$ cat src/core/edc_pkg.sv
// Purpose: Constants and types shared by the EDO DRAM module controller.
// Assumes: 125 MHz core clock, slower (70 ns) speed grade timing used for all cycles.
// Notes: Overview of operation and timing counts live here.
// Overview of operation
// - Issue 1,024 refresh cycles covering all rows within every 16 ms.
// - Module accepts CAS-before-RAS, row-only and hidden refresh; we use CAS-before-RAS.
// - Two row strobes, four column strobes, all active low; the row strobes are driven together, the column strobes per byte, all four together in refresh.
// - Row strobe to next row strobe at least 104 or 124 ns.
// - Row strobe stays inactive at least 40 or 50 ns between activations.
// - Row strobe low between 60 or 70 ns and 10,000 ns.
// - Column strobe low at least 10 or 12 ns, never past 10,000 ns.
// - Column strobe held low until 40 or 50 ns after row strobe fell.
// - Row strobe held low at least 10 or 12 ns after column strobe fell.
// - Column strobe stays high at least 10 ns before falling again.
// - Row strobe to column strobe at least 14 ns.
// - Column address presented at least 12 ns after row strobe falls.
// - At least 5 ns from column strobe release to next row strobe.
// - Row address valid at row strobe fall, held 10 ns afterwards.
// - Column address valid at column strobe fall, held 10 or 12 ns after.
// - Page mode column cycles no faster than 25 or 30 ns.
package edc_pkg;
	localparam int CLK_PERIOD_NS = 8;
	localparam int ADDR_W = 10;
	localparam int DATA_W = 32;
	localparam int WORD_ADDR_W = 20;
	// Slow grade figures in ns; they satisfy the fast grade too.
	localparam int FULL_CYCLE_MIN_NS = 124;
	localparam int ROW_PRECHARGE_MIN_NS = 50;
	localparam int ROW_PULSE_MIN_NS = 70;
	localparam int COL_PULSE_MIN_NS = 12;
	localparam int COL_HOLD_AFTER_ROW_NS = 50;
	localparam int ROW_HOLD_AFTER_COL_NS = 12;
	localparam int COL_PRECHARGE_MIN_NS = 10;
	localparam int ROW_TO_COL_STROBE_NS = 14;
	localparam int ROW_TO_COL_ADDR_NS = 12;
	localparam int COL_TO_ROW_PRECHARGE_NS = 5;
	localparam int ROW_ADDR_HOLD_NS = 10;
	localparam int COL_ADDR_HOLD_NS = 12;
	localparam int ROW_ACCESS_NS = 70;
	localparam int REFRESH_PERIOD_MS = 16;
	localparam int REFRESH_ROWS = 1024;
	// Cycle counts; a minimum rounds up.
	localparam int CYC_ADDR_DLY = (ROW_TO_COL_ADDR_NS + CLK_PERIOD_NS - 1) / CLK_PERIOD_NS;
	localparam int CYC_STB_DLY_RAW = (ROW_TO_COL_STROBE_NS + CLK_PERIOD_NS - 1) / CLK_PERIOD_NS;
	localparam int CYC_ADDR_HOLD = (ROW_ADDR_HOLD_NS + CLK_PERIOD_NS - 1) / CLK_PERIOD_NS;
	// The column strobe trails the column address by a cycle, so it also waits out the row address hold.
	localparam int CYC_STB_DLY = (CYC_STB_DLY_RAW > CYC_ADDR_HOLD + 1) ? CYC_STB_DLY_RAW : CYC_ADDR_HOLD + 1;
	localparam int CYC_ROW_PULSE = (ROW_PULSE_MIN_NS + CLK_PERIOD_NS - 1) / CLK_PERIOD_NS;
	localparam int CYC_COL_HOLD_ROW = (COL_HOLD_AFTER_ROW_NS + CLK_PERIOD_NS - 1) / CLK_PERIOD_NS;
	localparam int CYC_COL_PULSE = (COL_PULSE_MIN_NS + CLK_PERIOD_NS - 1) / CLK_PERIOD_NS;
	localparam int CYC_ROW_HOLD_COL = (ROW_HOLD_AFTER_COL_NS + CLK_PERIOD_NS - 1) / CLK_PERIOD_NS;
	localparam int CYC_ACCESS = (ROW_ACCESS_NS + CLK_PERIOD_NS - 1) / CLK_PERIOD_NS;
	localparam int CYC_ROW_PRE = (ROW_PRECHARGE_MIN_NS + CLK_PERIOD_NS - 1) / CLK_PERIOD_NS;
	localparam int CYC_FULL = (FULL_CYCLE_MIN_NS + CLK_PERIOD_NS - 1) / CLK_PERIOD_NS;
	localparam int CYC_COL_TO_ROW = (COL_TO_ROW_PRECHARGE_NS + CLK_PERIOD_NS - 1) / CLK_PERIOD_NS;
	localparam int CYC_COL_PRE = (COL_PRECHARGE_MIN_NS + CLK_PERIOD_NS - 1) / CLK_PERIOD_NS;
	// A maximum interval rounds down.
	localparam int REFRESH_INTERVAL_CYC = (REFRESH_PERIOD_MS * 1000000 / CLK_PERIOD_NS) / REFRESH_ROWS;
	localparam int CNT_W = 8;
	localparam int REF_W = 12;
	localparam logic [3:0] SPEED_ID_FAST = 4'hc;
	localparam logic [3:0] SPEED_ID_SLOW = 4'h8;

	typedef enum logic [6:0]
	{
		ST_IDLE = 7'h01,
		ST_ROW = 7'h02,
		ST_COL = 7'h04,
		ST_HOLD = 7'h08,
		ST_PRE = 7'h10,
		ST_REF_SET = 7'h20,
		ST_REF_ROW = 7'h40
	} edc_state_e;
endpackage

$ cat src/core/edc_tmr_if.sv
// Purpose: Carries the load and expiry of a down counter between controller and timer.
// Assumes: One clock domain.
// Notes: The controller owns load; the timer reports done.
`timescale 1ns/1ns
interface edc_tmr_if;
	logic load;
	logic [7:0] value;
	logic done;
	modport ctrl (output load, output value, input done);
	modport tmr (input load, input value, output done);
endinterface

$ cat src/core/edc_ctrl.sv
// Purpose: Controller driving an EDO DRAM module through its strobe and address pins.
// Assumes: Requests arrive synchronous to i_core_clk; module strapped to either grade.
// Notes: One random access per request; refresh has priority once due.
`timescale 1ns/1ns
module edc_ctrl
	import edc_pkg::*;
(
	input wire logic i_core_clk,
	input wire logic i_rstn,
	input wire logic i_req,
	input wire logic i_we,
	input wire logic [WORD_ADDR_W-1:0] i_addr,
	input wire logic [DATA_W-1:0] i_wdata,
	input wire logic [3:0] i_be,
	input wire logic [DATA_W-1:0] i_data_lines,
	input wire logic [3:0] i_speed_id,
	output logic o_ready,
	output logic o_done,
	output logic [DATA_W-1:0] o_rdata,
	output logic o_speed_ok,
	output logic [ADDR_W-1:0] o_mux_addr_lines,
	output logic [1:0] o_row_strobe_n,
	output logic [3:0] o_col_strobe_n,
	output logic o_write_strobe_n,
	output logic [DATA_W-1:0] o_data_lines,
	output logic o_data_lines_oe
);
	typedef struct packed
	{
		edc_state_e st;
		logic we;
		logic [WORD_ADDR_W-1:0] addr;
		logic [3:0] be;
		logic [REF_W-1:0] ref_cnt;
		logic ref_due;
		logic [CNT_W-1:0] cyc;
		logic ready;
		logic done;
		logic [DATA_W-1:0] rdata;
		logic speed_ok;
		logic [ADDR_W-1:0] ma;
		logic [1:0] ras_n;
		logic [3:0] cas_n;
		logic we_n;
		logic [DATA_W-1:0] dq;
		logic dq_oe;
	} edc_ctrl_s;

	edc_ctrl_s s_q;
	edc_ctrl_s s_d;
	edc_tmr_if tmr ();

	edc_timer u_timer
	(
		.i_core_clk(i_core_clk),
		.i_rstn(i_rstn),
		.t(tmr.tmr)
	);

	function automatic logic [CNT_W-1:0] cyc8(input int n);
		cyc8 = CNT_W'(n);
	endfunction

	always_comb
	begin
		s_d = s_q;
		tmr.load = 1'b0;
		tmr.value = 8'h00;
		s_d.done = 1'b0;
		s_d.cyc = s_q.cyc + 8'h01;
		s_d.speed_ok = (i_speed_id == SPEED_ID_FAST) || (i_speed_id == SPEED_ID_SLOW);
		// ----------------------------------------------------------------
		// Refresh pacing
		// ----------------------------------------------------------------
		if (s_q.ref_cnt == REF_W'(REFRESH_INTERVAL_CYC - 1))
		begin
			s_d.ref_cnt = '0;
			s_d.ref_due = 1'b1;
		end
		else
			s_d.ref_cnt = s_q.ref_cnt + 12'h001;
		// ----------------------------------------------------------------
		// Access sequencer
		// ----------------------------------------------------------------
		case (s_q.st)
			ST_IDLE:
			begin
				// A stale ready must not accept a request while refresh is due.
				s_d.ready = !s_d.ref_due;
				if (s_q.ref_due)
				begin
					// CAS-before-RAS needs no row address, so no counter is kept.
					s_d.ready = 1'b0;
					s_d.cas_n = 4'h0;
					s_d.we_n = 1'b1;
					s_d.st = ST_REF_SET;
					s_d.cyc = 8'h01;
				end
				else if (i_req && s_q.ready)
				begin
					s_d.ready = 1'b0;
					s_d.we = i_we;
					s_d.addr = i_addr;
					s_d.be = i_be;
					s_d.ma = i_addr[WORD_ADDR_W-1:ADDR_W];
					s_d.we_n = !i_we;
					s_d.dq = i_wdata;
					s_d.dq_oe = i_we;
					s_d.st = ST_ROW;
				end
			end
			ST_ROW:
			begin
				s_d.ras_n = 2'b00;
				s_d.cyc = 8'h01;
				s_d.st = ST_COL;
			end
			ST_COL:
			begin
				if (s_q.cyc >= cyc8(CYC_ADDR_DLY) && s_q.cyc >= cyc8(CYC_ADDR_HOLD))
					s_d.ma = s_q.addr[ADDR_W-1:0];
				if (s_q.cyc >= cyc8(CYC_STB_DLY) && s_q.ma == s_q.addr[ADDR_W-1:0])
				begin
					// Only one column cycle per row opening, so column cycles stay far apart.
					s_d.cas_n = ~s_q.be;
					s_d.st = ST_HOLD;
					tmr.load = 1'b1;
					tmr.value = cyc8(CYC_COL_PULSE > CYC_ROW_HOLD_COL ? CYC_COL_PULSE : CYC_ROW_HOLD_COL);
				end
			end
			ST_HOLD:
			begin
				// Strobes release together once every hold and access time is met.
				if (tmr.done && s_q.cyc >= cyc8(CYC_ROW_PULSE) && s_q.cyc >= cyc8(CYC_COL_HOLD_ROW)
					&& s_q.cyc >= cyc8(CYC_ACCESS))
				begin
					if (!s_q.we)
						s_d.rdata = i_data_lines;
					s_d.ras_n = 2'b11;
					s_d.cas_n = 4'hf;
					s_d.we_n = 1'b1;
					s_d.dq_oe = 1'b0;
					s_d.done = 1'b1;
					s_d.st = ST_PRE;
					tmr.load = 1'b1;
					tmr.value = cyc8(CYC_ROW_PRE > CYC_COL_PRE ? CYC_ROW_PRE : CYC_COL_PRE);
				end
			end
			ST_PRE:
			begin
				// cyc still counts from row strobe fall for the full cycle minimum.
				if (tmr.done && s_q.cyc >= cyc8(CYC_FULL) && s_q.cyc >= cyc8(CYC_COL_TO_ROW))
				begin
					s_d.st = ST_IDLE;
					s_d.ready = !s_q.ref_due;
				end
			end
			ST_REF_SET:
			begin
				// Column strobes settle a cycle before the row strobe falls.
				s_d.ras_n = 2'b00;
				s_d.ref_due = 1'b0;
				s_d.cyc = 8'h01;
				s_d.st = ST_REF_ROW;
			end
			ST_REF_ROW:
			begin
				if (s_q.cyc >= cyc8(CYC_ROW_PULSE))
				begin
					s_d.ras_n = 2'b11;
					s_d.cas_n = 4'hf;
					s_d.st = ST_PRE;
					tmr.load = 1'b1;
					tmr.value = cyc8(CYC_ROW_PRE);
				end
			end
			default:
			begin
				s_d.st = ST_IDLE;
			end
		endcase
		// A refresh tick landing in the same cycle as a clear is kept.
		if (s_q.ref_cnt == REF_W'(REFRESH_INTERVAL_CYC - 1))
			s_d.ref_due = 1'b1;
		if (s_q.st != ST_IDLE && s_q.st != ST_PRE)
			s_d.ready = 1'b0;
	end

	always_ff @(posedge i_core_clk or negedge i_rstn)
	begin
		if (!i_rstn)
		begin
			s_q <= '0;
			s_q.st <= ST_IDLE;
			s_q.ras_n <= 2'b11;
			s_q.cas_n <= 4'hf;
			s_q.we_n <= 1'b1;
		end
		else
			s_q <= s_d;
	end

	// ----------------------------------------------------------------
	// Outputs, all straight from flip-flops
	// ----------------------------------------------------------------
	assign o_ready = s_q.ready;
	assign o_done = s_q.done;
	assign o_rdata = s_q.rdata;
	assign o_speed_ok = s_q.speed_ok;
	assign o_mux_addr_lines = s_q.ma;
	assign o_row_strobe_n = s_q.ras_n;
	assign o_col_strobe_n = s_q.cas_n;
	assign o_write_strobe_n = s_q.we_n;
	assign o_data_lines = s_q.dq;
	assign o_data_lines_oe = s_q.dq_oe;
endmodule

$ cat src/core/edc_timer.sv
// Purpose: Down counter that marks when a loaded interval has elapsed.
// Assumes: Loading N makes done rise N cycles later.
// Notes: Done stays high until the next load.
`timescale 1ns/1ns
module edc_timer
	import edc_pkg::*;
(
	input wire logic i_core_clk,
	input wire logic i_rstn,
	edc_tmr_if.tmr t
);
	typedef struct packed
	{
		logic [CNT_W-1:0] cnt;
	} edc_tmr_s;

	edc_tmr_s s_q;
	edc_tmr_s s_d;

	always_comb
	begin
		s_d = s_q;
		if (t.load)
			s_d.cnt = t.value - 8'h01;
		else if (s_q.cnt != 8'h00)
			s_d.cnt = s_q.cnt - 8'h01;
	end

	always_ff @(posedge i_core_clk or negedge i_rstn)
	begin
		if (!i_rstn)
			s_q <= '0;
		else
			s_q <= s_d;
	end

	// Done depends on the count alone: the controller raises load from done in the same cycle,
	// so feeding load back into done would close a combinational loop.
	assign t.done = (s_q.cnt == 8'h00);
endmodule

$ cat config.mk
export PLATFORM = sky130hd
export DESIGN_NAME = edc_ctrl
export DESIGN_NICKNAME = d
export VERILOG_FILES = /design/src/core/edc_pkg.sv /design/src/core/edc_tmr_if.sv /design/src/core/edc_ctrl.sv /design/src/core/edc_timer.sv
export SDC_FILE = /design/constraint.sdc
export NUM_CORES = 1
export LEC_CHECK = 0
export BUFFER_PORTS_ARGS = -buffer_cell sky130_fd_sc_hd__buf_4
export CAP_MARGIN = 15
export CORE_MARGIN = 2
export CORE_UTILIZATION = 57
export DETAILED_ROUTE_END_ITERATION = 8
export PLACE_DENSITY = 0.86
export SYNTH_ARGS = -nofsm -noshare
export SYNTH_HDL_FRONTEND = slang
export SYNTH_HIERARCHICAL = 1
export SYNTH_SLANG_ARGS = --single-unit
export TNS_END_PERCENT = 10
$ cat constraint.sdc
create_clock -name i_core_clk -period 4.59 [get_ports i_core_clk]
set_input_delay 0.2295 -clock i_core_clk [delete_from_list [all_inputs] [get_ports i_core_clk]]
set_output_delay 0.2295 -clock i_core_clk [all_outputs]
set_load 0.05 [all_outputs]
; After elaboration in Yosys (flattened, before gate mapping)
; Cells that the tools add are included.
; W data, S select, Z words.
[word_totals]
register_bits = 146
input_bits = 96
wordCells = 131
[classes]
addsub = 4
n_lt_le_gt_ge = 6
n_eq_ne = 23
n_mux = 47
n_bitwise = 3
n_reduce_logical = 30
[ops]
columns = operator, count
row1 = $mux W33, 2
row2 = $mux W32, 2
row3 = $pmux W7 S7, 1
row4 = $mux W7, 6
row5 = $mux W34, 1
row6 = $mux W10, 3
row7 = $mux W8, 3
row8 = $pmux W10 S2, 1
row9 = $ge A8 B2 Y1 const B, 2
row10 = $ne A2 B2 Y1 const B, 8
row11 = $pmux W4 S4, 1
row12 = $pmux W8 S2, 1
row13 = $mux W1, 13
row14 = $add A12 B1 Y12 const B, 1
row15 = $eq A12 B11 Y1 const B, 1
row16 = $mux W12, 1
row17 = $reduce_and A3 Y1, 4
row18 = $eq A10 B10 Y1, 1
row19 = $reduce_and A5 Y1, 2
row20 = $pmux W3 S3, 1
row21 = $add A8 B1 Y8 const B, 1
row22 = $eq A4 B4 Y1 const B, 2
row23 = $ge A8 B1 Y1 const B, 1
row24 = $ge A8 B3 Y1 const B, 1
row25 = 34 further kinds, 53

; Longest topological paths before layout
; Gate-level depths: netlist of the first run.
[logic_depth]
ltp_word = 8
depth_mapped = 12
mapped_depth_nobuf = 11

; Modules after synthesis
; Netlist of the first run, hierarchy kept.
[modules_own_cells]
columns = mod, n_inst, cells_each, area_each_um2, seq_area_each_um2
row1 = edc_ctrl, 1, 485, 6129.6, 3186.8
row2 = edc_timer, 1, 57, 521.8, 200.2

; Worst setup path after synthesis of the first run
; No wires, ideal clock.
[synth_timing]
path_type = register to register
from = register u_timer/s_q[2] in the netlist's numbering
to = register u_timer/s_q[6] in the netlist's numbering
arrival_ns = 3.003
required_time_ns = 4.519
setup_slack_ns = 1.516
stages_incl_launch_ff = 13
path_buffers = 1
synth_period_minus_slack_ns = 3.074
cell_sequence = dfrtp_1 > or4_4 > nor2b_2 > nand2_1 > a21oi_1 > nand2_1 > o21ai_0 > buf_2 > mux2i_1 > ha_1 > o221ai_1 > or4_1 > nand4_1
[synth_rtl]
columns = element, line_no
row1 = start: declaration, edc_timer.sv:17  ; edc_tmr_s s_q;
row2 = start signal: assignment, edc_timer.sv:32  ; s_q <= '0;
row3 = start signal: assignment, edc_timer.sv:34  ; s_q <= s_d;
row4 = $logic_not A8 Y1 (*), edc_timer.sv:39  ; assign t.done = (s_q.cnt == 8'h00);
row5 = named net tmr.done, edc_tmr_if.sv:8  ; logic done;
row6 = $logic_and A1 B1 Y1 (*) (2 in a row), edc_ctrl.sv:134  ; if (tmr.done && s_q.cyc >= cyc8(CYC_ROW_PULSE) && s_q.cyc >= cyc8(CYC_COL_HOLD_ROW)
row7 = $logic_and A1 B1 Y1 (*), edc_ctrl.sv:135  ; && s_q.cyc >= cyc8(CYC_ACCESS))
row8 = $mux W1 (*), edc_ctrl.sv:134
row9 = $pmux W1 S3 (*), edc_ctrl.sv:85  ; case (s_q.st)
row10 = named net tmr.load, edc_tmr_if.sv:6  ; logic load;
row11 = $mux W8 or $reduce_bool A2 Y1 (tied branches), -
; Mark *: on every way through the listed nets, which the timed path passes. The rest lies on a longest branch. The select of a mux whose other input is x is not followed.
; A chain may end at the register's enable or synchronous reset.

; Final worst setup path of the first run
[layout_timing]
from = register u_timer/s_q[4] in the netlist's numbering
to = register u_timer/s_q[6] in the netlist's numbering
; The elaborated chain is that of the path after synthesis.

==> impl_metrics.ini, run 1 <==
[floorplanning]
row_count = 39
num_io_pins = 181
die_h_um = 112.0
die-area_sq_um = 12550
initial_core_util = 0.5825
die_x_um = 112.0
core-area_sq_um = 11420

[global_route]
grt-ovfl-total = 0
grt_pass1_wl_mm = 20.53
antenna_found_initial = 0
grt_pass1_vias = 4444
grt_use_total = 0.2046
grt_max_degree = 91

[sta]
hold_viol_final = 0
rsz0062_at_grt = no
setup-tns-final_ns = 0
post-route-period-util = 0.7526
finalSetupViolCount = 0
tightest_slew_ns = 0.8057
period_minus_slack_ns = 3.455
slew_violations = 0
holdWs_ns = 0.03586
skew_ns = 0.01104
max-slew-margin-rel = 0.4628
fmax_ghz = 0.2895

[yosys]
synth_seq_cells = 135
synth-xor-area-share = 0.04477
synth-compound-area-share = 0.04533
synth_area_leaders = dfrtp_1 (48%), mux2_1 (11%), buf_4 (9.0%), mux2_2 (5.9%), dfstp_2 (2.8%)
ys_types = 58
synthesis.area_sq_um = 6651
async_flop_share = 1.000
synth_cells = 542
synthSimpleGateAreaFrac = 0.09932
postSynthAreaPerCell_sq_um = 12.27
synth_ff_type = dfrtp_1
synthMuxAreaShare = 0.1796
synth_fa_ha_area_frac = 0.01317
synth_area_leader_cell = dfrtp_1
ys_seq_area_frac = 0.5092
synth_top_area_frac = 0.4816
synth_edf_count = 0
synth_top_family_by_area = multiplexers
yosys_warnings = 6

[clocking]
clock_latency_ns = 0.41
cts_tree = done
clk_pin_slew_ns = 0.05
clock_sinks = 135
cts-buffers-inserted = 17
htreeDepth = 4
clock_path_buffers = 2
clock-root-buffer = clkbuf_16

[cells_and_area]
area_growth_syn_to_layout_pct = 22.57
final_core_util = 0.7140
diodes = 0
final_nets = 771
fillers = 797
multi_input_area_sq_um = 2600
drive_gt1_frac = 0.3912
ff_latch_area_sq_um = 3387

[routing]
dr_total_vias = 4330
drc = 0
routed_via_density = 5.261
ant_nets = 0
drt_iter0_drc = 160
wl_per_cell_um = 15.25
totalWireLength_mm = 12.55
first_pass_iters = 4

[power]
cellPowerDensity_nw_per_um2 = 617.1
power.switching_w = 0.001960
combPwrFrac = 0.396
p_int_w = 0.003071
pwr-share-seq = 0.362
ir_worst_vdd_mv = 0.4562
p_clk_frac = 0.242
p_sw_frac = 0.3895
leakagePower_nw = 4.005

[critical_path]
crit_top_cell = nand2_1
path_depth = 12
arrival_ns = 3.80
cp_slowest_cell = nor2b_2
cp_cell_sequence = nor4_1 -> nor2b_2 -> nand2_1 -> a21oi_1 -> nand2_1 -> o21ai_0 -> buf_4 -> mux2i_1 -> ha_1 -> o221ai_1 -> or4_1 -> nand4_1
critPathMaxFanout = 14
max_stage_delay_ns = 0.47
reg2reg_depth = 12
critPathBufInv = 1
endpoint_kind = flop
crit_family = simple AND/OR/NAND/NOR gates
cp.required_ns = 4.93
critical_path.startpoint_type = flop
critPathKind = flop to flop

[run]
drv_cap = 0

[worst_hold_path]
hold_depth = 2
holdCritPathClass = primary input to flop

[run_status]
run_status = finished clean

[placed_design]
place.gp.congestion = 0.8363
numPortBuffers = 179
dp_hpwl_mm = 8.979
==> area by class of cell <==
| type | count | area share |
|---|---|---|
| timing repair buffer | 187 | 0.1736 |
| tap | 143 | 0.02195 |
| clock buffer | 27 | 0.05924 |
| clock inverter | 4 | 0.005832 |
| sequential | 135 | 0.4154 |
| multi-input combinational | 316 | 0.3189 |
| inverter | 11 | 0.005064 |
==> state kept, by name (all words and copies together), names as in the netlist <==
register and count:
o_col_strobe_n 4, o_data_lines 32, o_data_lines_oe 1, o_done 1, o_mux_addr_lines 10, o_rdata 32, o_ready 1, o_row_strobe_n 1
o_speed_ok 1, o_write_strobe_n 1, s_q 43, u_timer/s_q 8
==> final timing paths <==
path | endpoint | startpoint | slack, ns
hold reg to reg | s_q[109] | s_q[109] | 0.48
min in group asynchronous | o_rdata[21] | i_rstn | 0.45
hold / removal | o_data_lines[23] | i_wdata[23] | 0.04
setup reg to reg | u_timer/s_q[6] | u_timer/s_q[4] | 1.14
setup / recovery | u_timer/s_q[6] | u_timer/s_q[4] | 1.14
max in group asynchronous | o_rdata[31] | i_rstn | 3.01
==> through the flow <==
stage | area, sq um | cells | setup WS [ns] | total power, W
after floorplan | 6696 | 554 | 1.516 | 0.003498
after global placement | 7592 | 789 | 1.386 | 0.003761
after detailed placement | 7592 | 789 | 1.194 | 0.003840
after CTS | 8153 | 823 | 1.171 | 0.005078
after global routing | 8153 | 823 | 0.8711 | 0.005284
final | 8153 | 823 | 1.135 | 0.005031
==> power groups by stage <==
stage / Clock (W) / Combinational, W / Sequential [W]
after floorplan: 0 / 0.00170 / 0.00180
after global placement: 0 / 0.00195 / 0.00181
after detailed placement: 0 / 0.00200 / 0.00184
after CTS: 0.00124 / 0.00201 / 0.00182
after global routing: 0.00130 / 0.00211 / 0.00187
final: 0.00122 / 0.00199 / 0.00182
==> cell usage after synthesis, drive strengths merged, types with 3 or more instances <==
cell	instances
a21oi	4
and2	3
and3	6
buf	90
dfrtp	128
dfstp	7
ha	7
inv	11
mux2	103
nand2	13
nand2b	5
nand3	20
nand4	5
nor2	27
nor2b	3
nor3	8
nor3b	5
nor4	4
o21ai	20
o22ai	3
or4	6
xnor2	13
xor2	21
==> timing repair <==
item,CTS,global route
hold endpoints to repair,85,0
gates resized for setup,0,0
hold buffers,3,0
buffers inserted,0,0
==> per-layer routing <==
metal  GRT usage  part of all wire
met2      0.3467              0.50
met1      0.2484              0.41
met3     0.06857             0.080
met4     0.06829             0.014
met5           0                 0
==> logic make-up after synthesis <==
family,Yosys count
DFF,135
adders and majority gates,7
muxes,105
buffers and inverters,103
and+or+nand+nor,114
AOI/OAI and AO/OA,43
xor gates and xnor gates,34
other,1
==> cell usage in the layout, fill, tap and decap left out, types with 5 or more instances in the layout <==
master and n:
o21ai_0 16, nand2b_1 5, nor3b_1 5, dfrtp_1 128
nor3_1 6, clkbuf_1 8, clkbuf_16 17, xnor2_1 13
mux2_2 35, nor2_1 25, nand3_1 20, inv_1 11
ha_1 7, buf_4 183, mux2_1 64, nand2_1 13
conb_1 13, and3_1 6, dfstp_2 7, xor2_1 21
Note: power is estimated with default switching activity, not from simulation.
==> inputs of run 2 (changes only) <==
Settings changed: ABC_AREA from default to 1, CORE_UTILIZATION 57 to 54, PLACE_DENSITY 0.86 to 0.81.
Clock period 4.59 ns to 3.5 ns, I/O delays scaled along.
==> run 2 against run 1 <==
Net effect:
- synthesized cell count increased by 55%
- cell area increased by 14%
- combinational power increased by 69%
- routed wire length increased by 39%
- critical endpoint is now u_timer/s_q[4]
- largest cell class unchanged
- largest power group unchanged
==> impl_metrics.ini, run 2 <==
[clocking]
cts-buffers-inserted = 17
clk_pin_slew_ns = 0.06
clock-root-buffer = clkbuf_16
clock_latency_ns = 0.42
htreeDepth = 4
clock_sinks = 135
cts_tree = done
clock_path_buffers = 2

[critical_path]
critPathMaxFanout = 7
max_stage_delay_ns = 0.42
cp_slowest_cell = dfrtp_1
endpoint = u_timer/s_q[4]
rrSetupSlack_ns = 0.68
rr_endpoint = u_timer/s_q[4]
crit_family = simple AND/OR/NAND/NOR gates
cp.required_ns = 3.84
critical_path.startpoint_type = flop
path_depth = 20
critPathKind = flop to flop
cp_cell_sequence = inv_1 -> ha_1 -> nand3b_1 -> nand2_1 -> nand2_1 -> nand2_1 -> inv_2 -> nand2_4 -> nand2_1 -> inv_1 -> o21ai_1 -> inv_8 -> nor2_4 -> nor2_4 -> inv_1 -> ha_1 -> inv_1 -> a21oi_1 -> nand2_1 -> a21oi_1
critical_path.startpoint = s_q[85]
reg2reg_depth = 20
critPathBufInv = 6
r2r_start = s_q[85]
crit_top_cell = nand2_1
arrival_ns = 3.16
endpoint_kind = flop

[sta]
rsz0062_at_grt = no
post-route-period-util = 0.8054
fmax_ghz = 0.3547
holdWs_ns = 0.03042
period_minus_slack_ns = 2.819
slew_violations = 0
setup-tns-final_ns = 0
tightest_slew_ns = 0.8425
skew_ns = 0.008182
hold_viol_final = 0
max-slew-margin-rel = 0.4383
finalSetupViolCount = 0

[yosys]
ys_top_cells_by_count = nand2_1 (297), dfrtp_1 (128), buf_4 (80), inv_1 (63), o21ai_0 (56)
synth_top_family_by_area = simple AND/OR/NAND/NOR gates
synth_fa_ha_area_frac = 0.01246
synthesis.area_sq_um = 7029
synth_edf_count = 0
synth_top_area_frac = 0.4557
synth_area_leaders = dfrtp_1 (46%), nand2_1 (16%), buf_4 (8.5%), o21ai_0 (4.0%), inv_1 (3.4%)
synth-compound-area-share = 0.05927
synth_ff_type = dfrtp_1
yosys_warnings = 6
synth_seq_cells = 135
ys_seq_area_frac = 0.4818
synth-xor-area-share = 0.01620
async_flop_share = 1.000
postSynthAreaPerCell_sq_um = 8.368
synth_cells = 840
ys_types = 45
synthSimpleGateAreaFrac = 0.2670
synth_most_common_cell = nand2_1
synth_area_leader_cell = dfrtp_1
synthMuxAreaShare = 0.01139

[routing]
totalWireLength_mm = 17.44
wl_per_cell_um = 14.40
route.met2.wl_mm = 8.892
drc = 0
drt_iter0_drc = 376
highest_layer = met4
first_pass_iters = 4
routed_via_density = 4.990
dr_total_vias = 6043
drt-met1-wl_mm = 6.997
ant_nets = 0
route.met3.wl_mm = 1.068

[cells_and_area]
diodes = 0
area_growth_syn_to_layout_pct = 32.45
largest_reg_flops = 43
final_cell_mix = nand2_1 (297), buf_4 (183), dfrtp_1 (128), dlygate4sd3_1 (81), inv_1 (63)
final_common_cell = nand2_1
instances_no_fill = 1211
drive_gt1_frac = 0.2608
final_nets = 1129
regMostFlops = s_q
final_core_util = 0.7348

[placed_design]
numPortBuffers = 179
placed_cells = 1098
place.gp.congestion = 0.8627
dp_hpwl_mm = 10.25

[floorplanning]
die_h_um = 118.1
num_io_pins = 181
die-area_sq_um = 13950
die_x_um = 118.1
core-area_sq_um = 12670
row_count = 41
initial_core_util = 0.5548

[power]
leakagePower_nw = 4.870
cellPowerDensity_nw_per_um2 = 828.4
finalPower_w = 0.007713
ir_worst_vdd_mv = 0.7287

[global_route]
grt_pass1_wl_mm = 29.04
grt-ovfl-total = 0
grt_max_degree = 94
antenna_found_initial = 0
grt_use_total = 0.2582
grt_pass1_vias = 6170

[worst_hold_path]
holdCritPathClass = primary input to flop

[run_status]
run_status = finished clean

[run]
drv_cap = 0
run 2: worst min-delay path by stage:
stage                     slack [ns]  cells after the start       start                  end
after floorplan                -0.12                      0      i_rstn      o_data_lines[0]
after global placement          0.31                      1      i_rstn           o_speed_ok
after detailed placement        0.32                      1      i_rstn             s_q[110]
after CTS                       0.02                      3  i_addr[14]  o_mux_addr_lines[4]
after global routing            0.03                      3  i_addr[11]  o_mux_addr_lines[1]
final                           0.03                      3  i_addr[11]  o_mux_addr_lines[1]
run 2: kinds of logic (layout without fill, tap and decap cells):
kind of cell / count (synthesis) / count (layout)
AOI/OAI and AO/OA: 80 / 80
xor gates and xnor gates: 13 / 13
adders and majority gates: 7 / 7
buffers and inverters: 173 / 368
DFF: 135 / 135
muxes: 8 / 8
other: 1 / 5
and+or+nand+nor: 423 / 423
run 2: area by class of cell:
class                      instances  area, sq um
tap                              172        215.2
multi-input combinational        536         2594
clock inverter                    14        195.2
inverter                          71        284.0
timing repair buffer             265         2196
sequential                       135         3387
clock buffer                      18        439.2
fill                             862         3361
run 2: what timing repair did:
action,4_1_cts,5_1_grt
hold buffers,81,0
hold endpoints to repair,165,0
buffers inserted,0,0
resized for setup,0,0
run 2: worst min-delay path, delay by kind of cell:
kind / cells / cell delay, ns
compound gates: 1 / 0.10
buf+inv: 1 / 0.08
mux: 1 / 0.05
run 2: per-layer routing:
metal  vias up  track usage
met5         -            0
met4         0      0.09714
met3        41      0.06298
met2       238       0.4433
met1      2850       0.3140
li1       2914            -
run 2: metrics by stage:
step / worst slack, ns / area [sq um]
3_3_place_gp: 0.7632 / 7865
2_1_floorplan: 1.018 / 7044
5_1_grt: 0.3167 / 9310
3_5_place_dp: 0.7051 / 7865
6_report: 0.6810 / 9310
4_1_cts: 0.6829 / 9310
run 2: report_power, final:
group	switching [W]	leakage, nW	total, W	internal, W
logic	0.00231	2.91	0.00337	0.00106
clock network	0.000707	0.300	0.00192	0.00122
registers	0.000368	1.66	0.00242	0.00205
total	0.00339	4.87	0.00771	0.00433
